`src/core/hwopt_pkg.sv`:
```
// option register bank: shared constants and carrier types
// assumes a 32-bit ahb-lite bus with one slave on it
package hwopt_pkg;

	// ************************************************************
	// register map
	// ************************************************************
	localparam logic [15:0] HWOPT_OFS_A = 16'h001f; // register index a
	localparam logic [15:0] HWOPT_OFS_B = 16'h0020; // register index b
	localparam logic [17:0] HWOPT_ADDR_A = {HWOPT_OFS_A, 2'b00};
	localparam logic [17:0] HWOPT_ADDR_B = {HWOPT_OFS_B, 2'b00};

	// ************************************************************
	// field positions, register a
	// ************************************************************
	localparam int HWOPT_A_MON_STOP = 7;
	localparam int HWOPT_A_PGM_SEC  = 6;
	localparam int HWOPT_A_MON_RST  = 5;
	localparam int HWOPT_A_MON_PWR  = 4;
	localparam int HWOPT_A_SHORT    = 3;
	localparam int HWOPT_A_WD_RATE  = 2;
	localparam int HWOPT_A_STOP_EN  = 1;
	localparam int HWOPT_A_WD_DIS   = 0;

	// ************************************************************
	// field positions, register b
	// ************************************************************
	localparam int HWOPT_B_EE_CLK   = 7;
	localparam int HWOPT_B_EE_MON   = 6;
	localparam int HWOPT_B_VARIANT  = 5;

	// ************************************************************
	// timing constants in crystal-clock cycles
	// ************************************************************
	localparam logic [12:0] HWOPT_RECOV_SHORT = 13'h0020; // 32
	localparam logic [12:0] HWOPT_RECOV_LONG  = 13'h1000; // 4096
	localparam logic [17:0] HWOPT_WD_SHORT    = 18'h01ff0; // 2^13 - 2^4
	localparam logic [17:0] HWOPT_WD_LONG     = 18'h3fff0; // 2^18 - 2^4

	// ************************************************************
	// reset value of the bus slave state
	// ************************************************************
	localparam logic [31:0] HWOPT_RDATA_RST = 32'h0000_0000;

	// decoded effects of the option bits
	typedef struct packed {
		logic        mon_power_en;
		logic        mon_reset_en;
		logic        mon_in_stop;
		logic        pgm_secure;
		logic        stop_legal;
		logic        wd_enable;
		logic [17:0] wd_timeout;
		logic [12:0] stop_recovery;
		logic        ee_clk_bus;
		logic        ee_mon_protect;
	} hwopt_ctrl_t;

	// ahb-lite request as sampled in the address phase
	typedef struct packed {
		logic        sel;
		logic        write;
		logic [17:0] addr;
	} hwopt_req_t;

endpackage : hwopt_pkg

```
`src/core/hwopt_decode.sv`:
```
// option register bank: turns raw option bytes into control levels
// assumes option bytes are constant for the life of the device
`timescale 1ns/1ps
`default_nettype none
module hwopt_decode (
	input  wire logic [7:0]             opt_a,
	input  wire logic [7:0]             opt_b,
	output hwopt_pkg::hwopt_ctrl_t      ctrl
);

	// ************************************************************
	// option bit effects
	// ************************************************************
	always_comb begin
		ctrl.mon_power_en   = opt_a[hwopt_pkg::HWOPT_A_MON_PWR];
		ctrl.mon_reset_en   = opt_a[hwopt_pkg::HWOPT_A_MON_PWR]
			& opt_a[hwopt_pkg::HWOPT_A_MON_RST];
		ctrl.mon_in_stop    = opt_a[hwopt_pkg::HWOPT_A_MON_PWR]
			& opt_a[hwopt_pkg::HWOPT_A_MON_STOP];
		ctrl.pgm_secure     = opt_a[hwopt_pkg::HWOPT_A_PGM_SEC];
		ctrl.stop_legal     = opt_a[hwopt_pkg::HWOPT_A_STOP_EN];
		ctrl.wd_enable      = ~opt_a[hwopt_pkg::HWOPT_A_WD_DIS];
		ctrl.wd_timeout     = opt_a[hwopt_pkg::HWOPT_A_WD_RATE]
			? hwopt_pkg::HWOPT_WD_SHORT : hwopt_pkg::HWOPT_WD_LONG;
		ctrl.stop_recovery  = opt_a[hwopt_pkg::HWOPT_A_SHORT]
			? hwopt_pkg::HWOPT_RECOV_SHORT : hwopt_pkg::HWOPT_RECOV_LONG;
		ctrl.ee_clk_bus     = opt_b[hwopt_pkg::HWOPT_B_EE_CLK];
		ctrl.ee_mon_protect = opt_b[hwopt_pkg::HWOPT_B_EE_MON];
	end

endmodule : hwopt_decode
`default_nettype wire

```
`src/core/hwopt_gate.sv`:
```
// option register bank: applies option levels to live requests
// assumes request inputs are synchronous single-cycle levels
`timescale 1ns/1ps
`default_nettype none
module hwopt_gate (
	input  wire hwopt_pkg::hwopt_ctrl_t ctrl,
	input  wire logic                   stop_req,
	input  wire logic                   pgm_read_req,
	input  wire logic                   ee_read_req,
	input  wire logic                   monitor_mode,
	input  wire logic                   ee_code_ok,
	input  wire logic                   mon_detect,
	input  wire logic                   in_stop,
	output logic                        stop_ok,
	output logic                        stop_illegal,
	output logic                        pgm_read_ok,
	output logic                        ee_read_ok,
	output logic                        mon_active,
	output logic                        mon_reset
);

	// ************************************************************
	// instruction and access gating
	// ************************************************************
	always_comb begin
		stop_ok      = stop_req & ctrl.stop_legal;
		stop_illegal = stop_req & ~ctrl.stop_legal;
		pgm_read_ok  = pgm_read_req & ~(ctrl.pgm_secure & monitor_mode);
		ee_read_ok   = ee_read_req
			& ~(ctrl.ee_mon_protect & monitor_mode & ~ee_code_ok);
		mon_active   = ctrl.mon_power_en & (~in_stop | ctrl.mon_in_stop);
		mon_reset    = mon_active & ctrl.mon_reset_en & mon_detect;
	end

endmodule : hwopt_gate
`default_nettype wire

```
`src/core/hwopt_top.sv`:
```
// option register bank: two fixed option registers on ahb-lite,
// plus the control levels those bits drive into the rest of the chip
// assumes hclk at 200 MHz, one master, single word transfers
`timescale 1ns/1ps
`default_nettype none
module hwopt_top #(
	parameter logic [7:0] OPT_A   = 8'h13, // build-time option byte a
	parameter logic [1:0] OPT_B   = 2'h0,  // user bits 7:6 of byte b
	parameter logic       VARIANT = 1'b1   // arbitrary variant value
) (
	input  wire logic        hclk,
	input  wire logic        hresetn,
	input  wire logic        hsel,
	input  wire logic [31:0] haddr,
	input  wire logic [1:0]  htrans,
	input  wire logic        hwrite,
	input  wire logic [2:0]  hsize,
	input  wire logic [2:0]  hburst,
	input  wire logic [3:0]  hprot,
	input  wire logic        hmastlock,
	input  wire logic        hready,
	input  wire logic [31:0] hwdata,
	output logic      [31:0] hrdata,
	output logic             hreadyout,
	output logic             hresp,
	input  wire logic        stop_req,
	input  wire logic        pgm_read_req,
	input  wire logic        ee_read_req,
	input  wire logic        monitor_mode,
	input  wire logic        ee_code_ok,
	input  wire logic        mon_detect,
	input  wire logic        in_stop,
	output logic             stop_ok,
	output logic             stop_illegal,
	output logic             pgm_read_ok,
	output logic             ee_read_ok,
	output logic             mon_active,
	output logic             mon_reset,
	output logic             wd_enable,
	output logic      [17:0] wd_timeout,
	output logic      [12:0] stop_recovery,
	output logic             ee_clk_bus
);

	// ************************************************************
	// fixed option bytes
	// ************************************************************
	logic [7:0] opt_a;
	logic [7:0] opt_b;
	hwopt_pkg::hwopt_ctrl_t ctrl;

	// constant wiring, no storage, so reset cannot alter it
	assign opt_a = OPT_A;
	assign opt_b = {OPT_B, VARIANT, 5'h00};

	// ************************************************************
	// option decode and request gating
	// ************************************************************
	logic g_stop_ok;
	logic g_stop_illegal;
	logic g_pgm_ok;
	logic g_ee_ok;
	logic g_mon_active;
	logic g_mon_reset;

	hwopt_decode u_decode (
		.opt_a (opt_a),
		.opt_b (opt_b),
		.ctrl  (ctrl)
	);

	hwopt_gate u_gate (
		.ctrl         (ctrl),
		.stop_req     (stop_req),
		.pgm_read_req (pgm_read_req),
		.ee_read_req  (ee_read_req),
		.monitor_mode (monitor_mode),
		.ee_code_ok   (ee_code_ok),
		.mon_detect   (mon_detect),
		.in_stop      (in_stop),
		.stop_ok      (g_stop_ok),
		.stop_illegal (g_stop_illegal),
		.pgm_read_ok  (g_pgm_ok),
		.ee_read_ok   (g_ee_ok),
		.mon_active   (g_mon_active),
		.mon_reset    (g_mon_reset)
	);

	// ************************************************************
	// registered control outputs
	// ************************************************************
	// gated requests, one cycle behind their inputs
	always_ff @(posedge hclk or negedge hresetn) begin
		if (!hresetn) begin
			stop_ok      <= 1'b0;
			stop_illegal <= 1'b0;
			pgm_read_ok  <= 1'b0;
			ee_read_ok   <= 1'b0;
			mon_active   <= 1'b0;
			mon_reset    <= 1'b0;
		end else begin
			stop_ok      <= g_stop_ok;
			stop_illegal <= g_stop_illegal;
			pgm_read_ok  <= g_pgm_ok;
			ee_read_ok   <= g_ee_ok;
			mon_active   <= g_mon_active;
			mon_reset    <= g_mon_reset;
		end
	end

	// static levels from the option bytes
	always_ff @(posedge hclk or negedge hresetn) begin
		if (!hresetn) begin
			wd_enable     <= 1'b0;
			wd_timeout    <= hwopt_pkg::HWOPT_WD_LONG;
			stop_recovery <= hwopt_pkg::HWOPT_RECOV_LONG;
			ee_clk_bus    <= 1'b0;
		end else begin
			wd_enable     <= ctrl.wd_enable;
			wd_timeout    <= ctrl.wd_timeout;
			stop_recovery <= ctrl.stop_recovery;
			ee_clk_bus    <= ctrl.ee_clk_bus;
		end
	end

	// ************************************************************
	// ahb-lite slave
	// ************************************************************
	hwopt_pkg::hwopt_req_t req;

	// valid address phase when selected with a nonseq or seq transfer
	always_comb begin
		req.sel   = hsel & hready & htrans[1];
		req.write = hwrite;
		req.addr  = haddr[17:0];
	end

	// word read mux, unmapped addresses read zero
	function automatic logic [31:0] read_word(input logic [17:0] a,
		input logic [7:0] ra, input logic [7:0] rb);
		logic [31:0] w;
		w = 32'h0000_0000;
		if (a == hwopt_pkg::HWOPT_ADDR_A) begin
			w = {24'h00_0000, ra};
		end else if (a == hwopt_pkg::HWOPT_ADDR_B) begin
			w = {24'h00_0000, rb};
		end
		return w;
	endfunction : read_word

	// read data captured at the address phase, writes dropped
	always_ff @(posedge hclk or negedge hresetn) begin
		if (!hresetn) begin
			hrdata <= hwopt_pkg::HWOPT_RDATA_RST;
		end else if (req.sel && !req.write) begin
			hrdata <= read_word(req.addr, opt_a, opt_b);
		end else if (req.sel) begin
			hrdata <= hwopt_pkg::HWOPT_RDATA_RST;
		end
	end

	// zero wait states, always okay
	always_ff @(posedge hclk or negedge hresetn) begin
		if (!hresetn) begin
			hreadyout <= 1'b1;
			hresp     <= 1'b0;
		end else begin
			hreadyout <= 1'b1;
			hresp     <= 1'b0;
		end
	end

endmodule : hwopt_top
`default_nettype wire

```
`config.mk`:
```
export PLATFORM = sky130hd
export DESIGN_NAME = hwopt_top
export DESIGN_NICKNAME = d
export VERILOG_FILES = /design/src/core/hwopt_pkg.sv /design/src/core/hwopt_decode.sv /design/src/core/hwopt_gate.sv /design/src/core/hwopt_top.sv
export SDC_FILE = /design/constraint.sdc
export NUM_CORES = 1
export LEC_CHECK = 0
export BUFFER_PORTS_ARGS = -buffer_cell sky130_fd_sc_hd__buf_2
export CAP_MARGIN = 0
export CORE_AREA = 2 2 63 65
export DETAILED_ROUTE_END_ITERATION = 8
export DIE_AREA = 0 0 65 67
export PLACE_DENSITY = 0.75
export SLEW_MARGIN = 15
export SYNTH_ARGS = -nofsm -noshare
export SYNTH_HDL_FRONTEND = slang
export SYNTH_SLANG_ARGS = --single-unit
```
`constraint.sdc`:
```
create_clock -name hclk -period 0.8 [get_ports hclk]
set_input_delay 0.04 -clock hclk [delete_from_list [all_inputs] [get_ports hclk]]
set_output_delay 0.04 -clock hclk [all_outputs]
set_load 0.1 [all_outputs]
```
==> out/metrics.yaml <==
routing:
  wire_per_inst_um: 7.86
  wl_um: 1410
  num_vias: 531
  ant_nets: 0
  dr.pass1.iters: 3
  vias_per_cell: 2.97
  drc: 0
  drt_iter0_markers: 7
final_layout:
  finalNonFillerCells: 179
  diodes: 0
  final_area_um2: 982
  final_common_cell: "conb_1"
  area_growth_pct: 28.1
  layout_common_cells: "conb_1 (65), buf_2 (27), buf_12 (8)"
  fin_nets: 222
  drive_gt1_share_pct: 38.9
  fillers: 393
pwr:
  p_leak_uw: 0.000534
  powerDensity_nw_per_um2: 2370
  vdd_drop_max_v: 0.000507
  power.total_uw: 2330
placed_design:
  dp.cells: 170
  numPortBuffers: 35
  placed_area_um2: 878
  place_hpwl_um: 1290
  place_congestion: 0.648
critical_path:
  worst-r2r-cell-count: 3
  r2r_slack_ps: -100
  crit_arrival_ps: 920
  startpoint_type: "flop"
  end_kind: "output port"
  cp_cell_sequence: "buf_12"
  crit_fanout: 4
  crit_cells: 1
  crit_required_ps: 760
  slowest_delay_ps: 520
  cp_top_family: "flip-flops"
  critPathKind: "flop to output port"
  cp.buffers_inverters: 1
  timing.rr.start: "hrdata[4]$_DFFE_PN0P_"
  critical_path.slowest_cell: "dfrtp_4"
  r2r-end: "hrdata[4]$_DFFE_PN0P_"
floorplanning:
  core_area_um2: 3610
  dieWidth_um: 65
  rows: 22
  ios: 162
  die_area_um2: 4360
  start_util_pct: 21.3
  die_y_um: 67
global_routing:
  gr-total-overflow: 0
  grt_antenna_before_repair: 0
  grt_pass1_wl_um: 1740
  grt_pass1_vias: 388
  grt.total_usage_pct: 5.71
  grt_max_degree: 7
timing:
  finalMaxSlewViolations: 0
  whs_ps: 111
  finClkSkew_ps: 0
  setup_viol: 9
  period_share_pct: 120
  min_period_ps: 962
  finalHoldViolCount: 0
  setup_slack_ps: -162
  fmax_mhz: 1040
  grt_setup_unrepaired: "true"
yosys:
  synth-warning-count: 0
  synth_top_family_by_area: "buffers and inverters"
  ys_types: 15
  ys_seq_elements: 6
  yosys.area_share.xor_xnor_pct: 0
  syn_inst: 90
  syn_avg_cell_area_um2: 8.52
  synth-adder-area-share_pct: 0
  synth_compound_area_share_pct: 3.10
  synth-simple-area-share_pct: 10.3
  muxShareOfSynthArea_pct: 0
  syn_area_um2: 767
  ys_seq_area_share_pct: 19.6
status:
  violations: "negative setup slack"
  outcome: "finished with violations"
min_path:
  worstHoldStart: "haddr[6]"
  holdPathEnd: "hrdata[4]$_DFFE_PN0P_"
  hold_depth: 3
  min_path_type: "primary input to flop"
clock_tree:
  cts_max_level: 1
  cts_tree: "built"
  clk_latency_ps: 220
  clk_path_buf_depth: 2
  cts-root-buf: "clkbuf_8"
  cts_made_buffers: 3
  clkTransAtPathRegs_ps: 40
  numClockSinks: 6
run:
  maxCapViolCount: 0
[registers in the layout, summed over array words and instances (netlist names)]
name and cells:
ee_read_ok 1, hrdata 2, mon_active 1, pgm_read_ok 1, stop_ok 1
[worst min-delay path, delay by kind of cell]
family	cells	cell delay, ps
AND/OR/NAND/NOR	1	70
AO/OA/AOI/OAI	1	70
buffers and inverters	1	100
[through the flow]
stage / TNS (ps) / utilization [%] / setup WS, ps
2_1_floorplan: -403 / - / -110
3_3_place_gp: -289 / 24.4 / -178
3_5_place_dp: -388 / 24.4 / -242
4_1_cts: -787 / 26.9 / -177
5_1_grt: -1000 / 27.2 / -181
6_report: -801 / 27.2 / -162
[metal layers]
layer	up-vias	wire, um	global-route usage [%]	part of all wire (%)
met3	2	377	3.55	27
met4	0	22	4.79	1.6
li1	235	-	-	-
met5	-	0	0	0
met1	222	380	4.66	27
met2	72	627	9.66	45
[worst max-delay path by stage]
stage	from	to	slack, ps
floorplan	hrdata[4]$_DFFE_PN0P_	hrdata[1]	-110
global placement	haddr[15]	hrdata[4]$_DFFE_PN0P_	-180
detailed placement	haddr[9]	hrdata[4]$_DFFE_PN0P_	-240
CTS	hrdata[4]$_DFFE_PN0P_	hrdata[1]	-180
global route	hrdata[4]$_DFFE_PN0P_	hrdata[1]	-180
finish	hrdata[4]$_DFFE_PN0P_	hrdata[1]	-160
[cells in the mapped netlist (all sizes together)]
master	n	share of area [%]
nor3	1	0.65
nand2	2	0.98
nand3	1	0.65
dfrtp	6	20
nor4	3	4.1
inv	1	0.49
nand4	2	1.6
o41ai	1	2.1
o31ai	1	0.98
nor2	1	0.49
nand3b	1	0.98
buf	67	66
nand2b	1	0.82
conb	2	0.98
[repair_timing]
item / 4_1_cts / 5_1_grt
pin swaps: 2 / 2
hold buffers: 5 / 0
hold endpoints to repair: 10 / 0
setup endpoints to repair: 9 / 10
buffers inserted: 0 / 1
cloned: 0 / 0
gates resized for setup: 0 / 1
[kinds of logic after synthesis]
kind of cell	count (synthesis)
AO/OA/AOI/OAI	2
AND/OR/NAND/NOR	12
flip-flops	6
other	2
buffers and inverters	68
[area by class of cell]
cell class	count	area (um^2)	share of cell area, %
repair buffers	42	360	36.7
clock buffers	3	41.3	4.20
multi-input cells	79	354	36.1
inverters	1	3.75	0.382
flip-flops and latches	6	163	16.6
well taps	48	60.1	6.11
[where the power goes]
part           switching (uW)  internal, uW
clock network             116           322
registers                8.67           318
logic                    1450           112
Note: power is estimated with default switching activity, not from simulation.
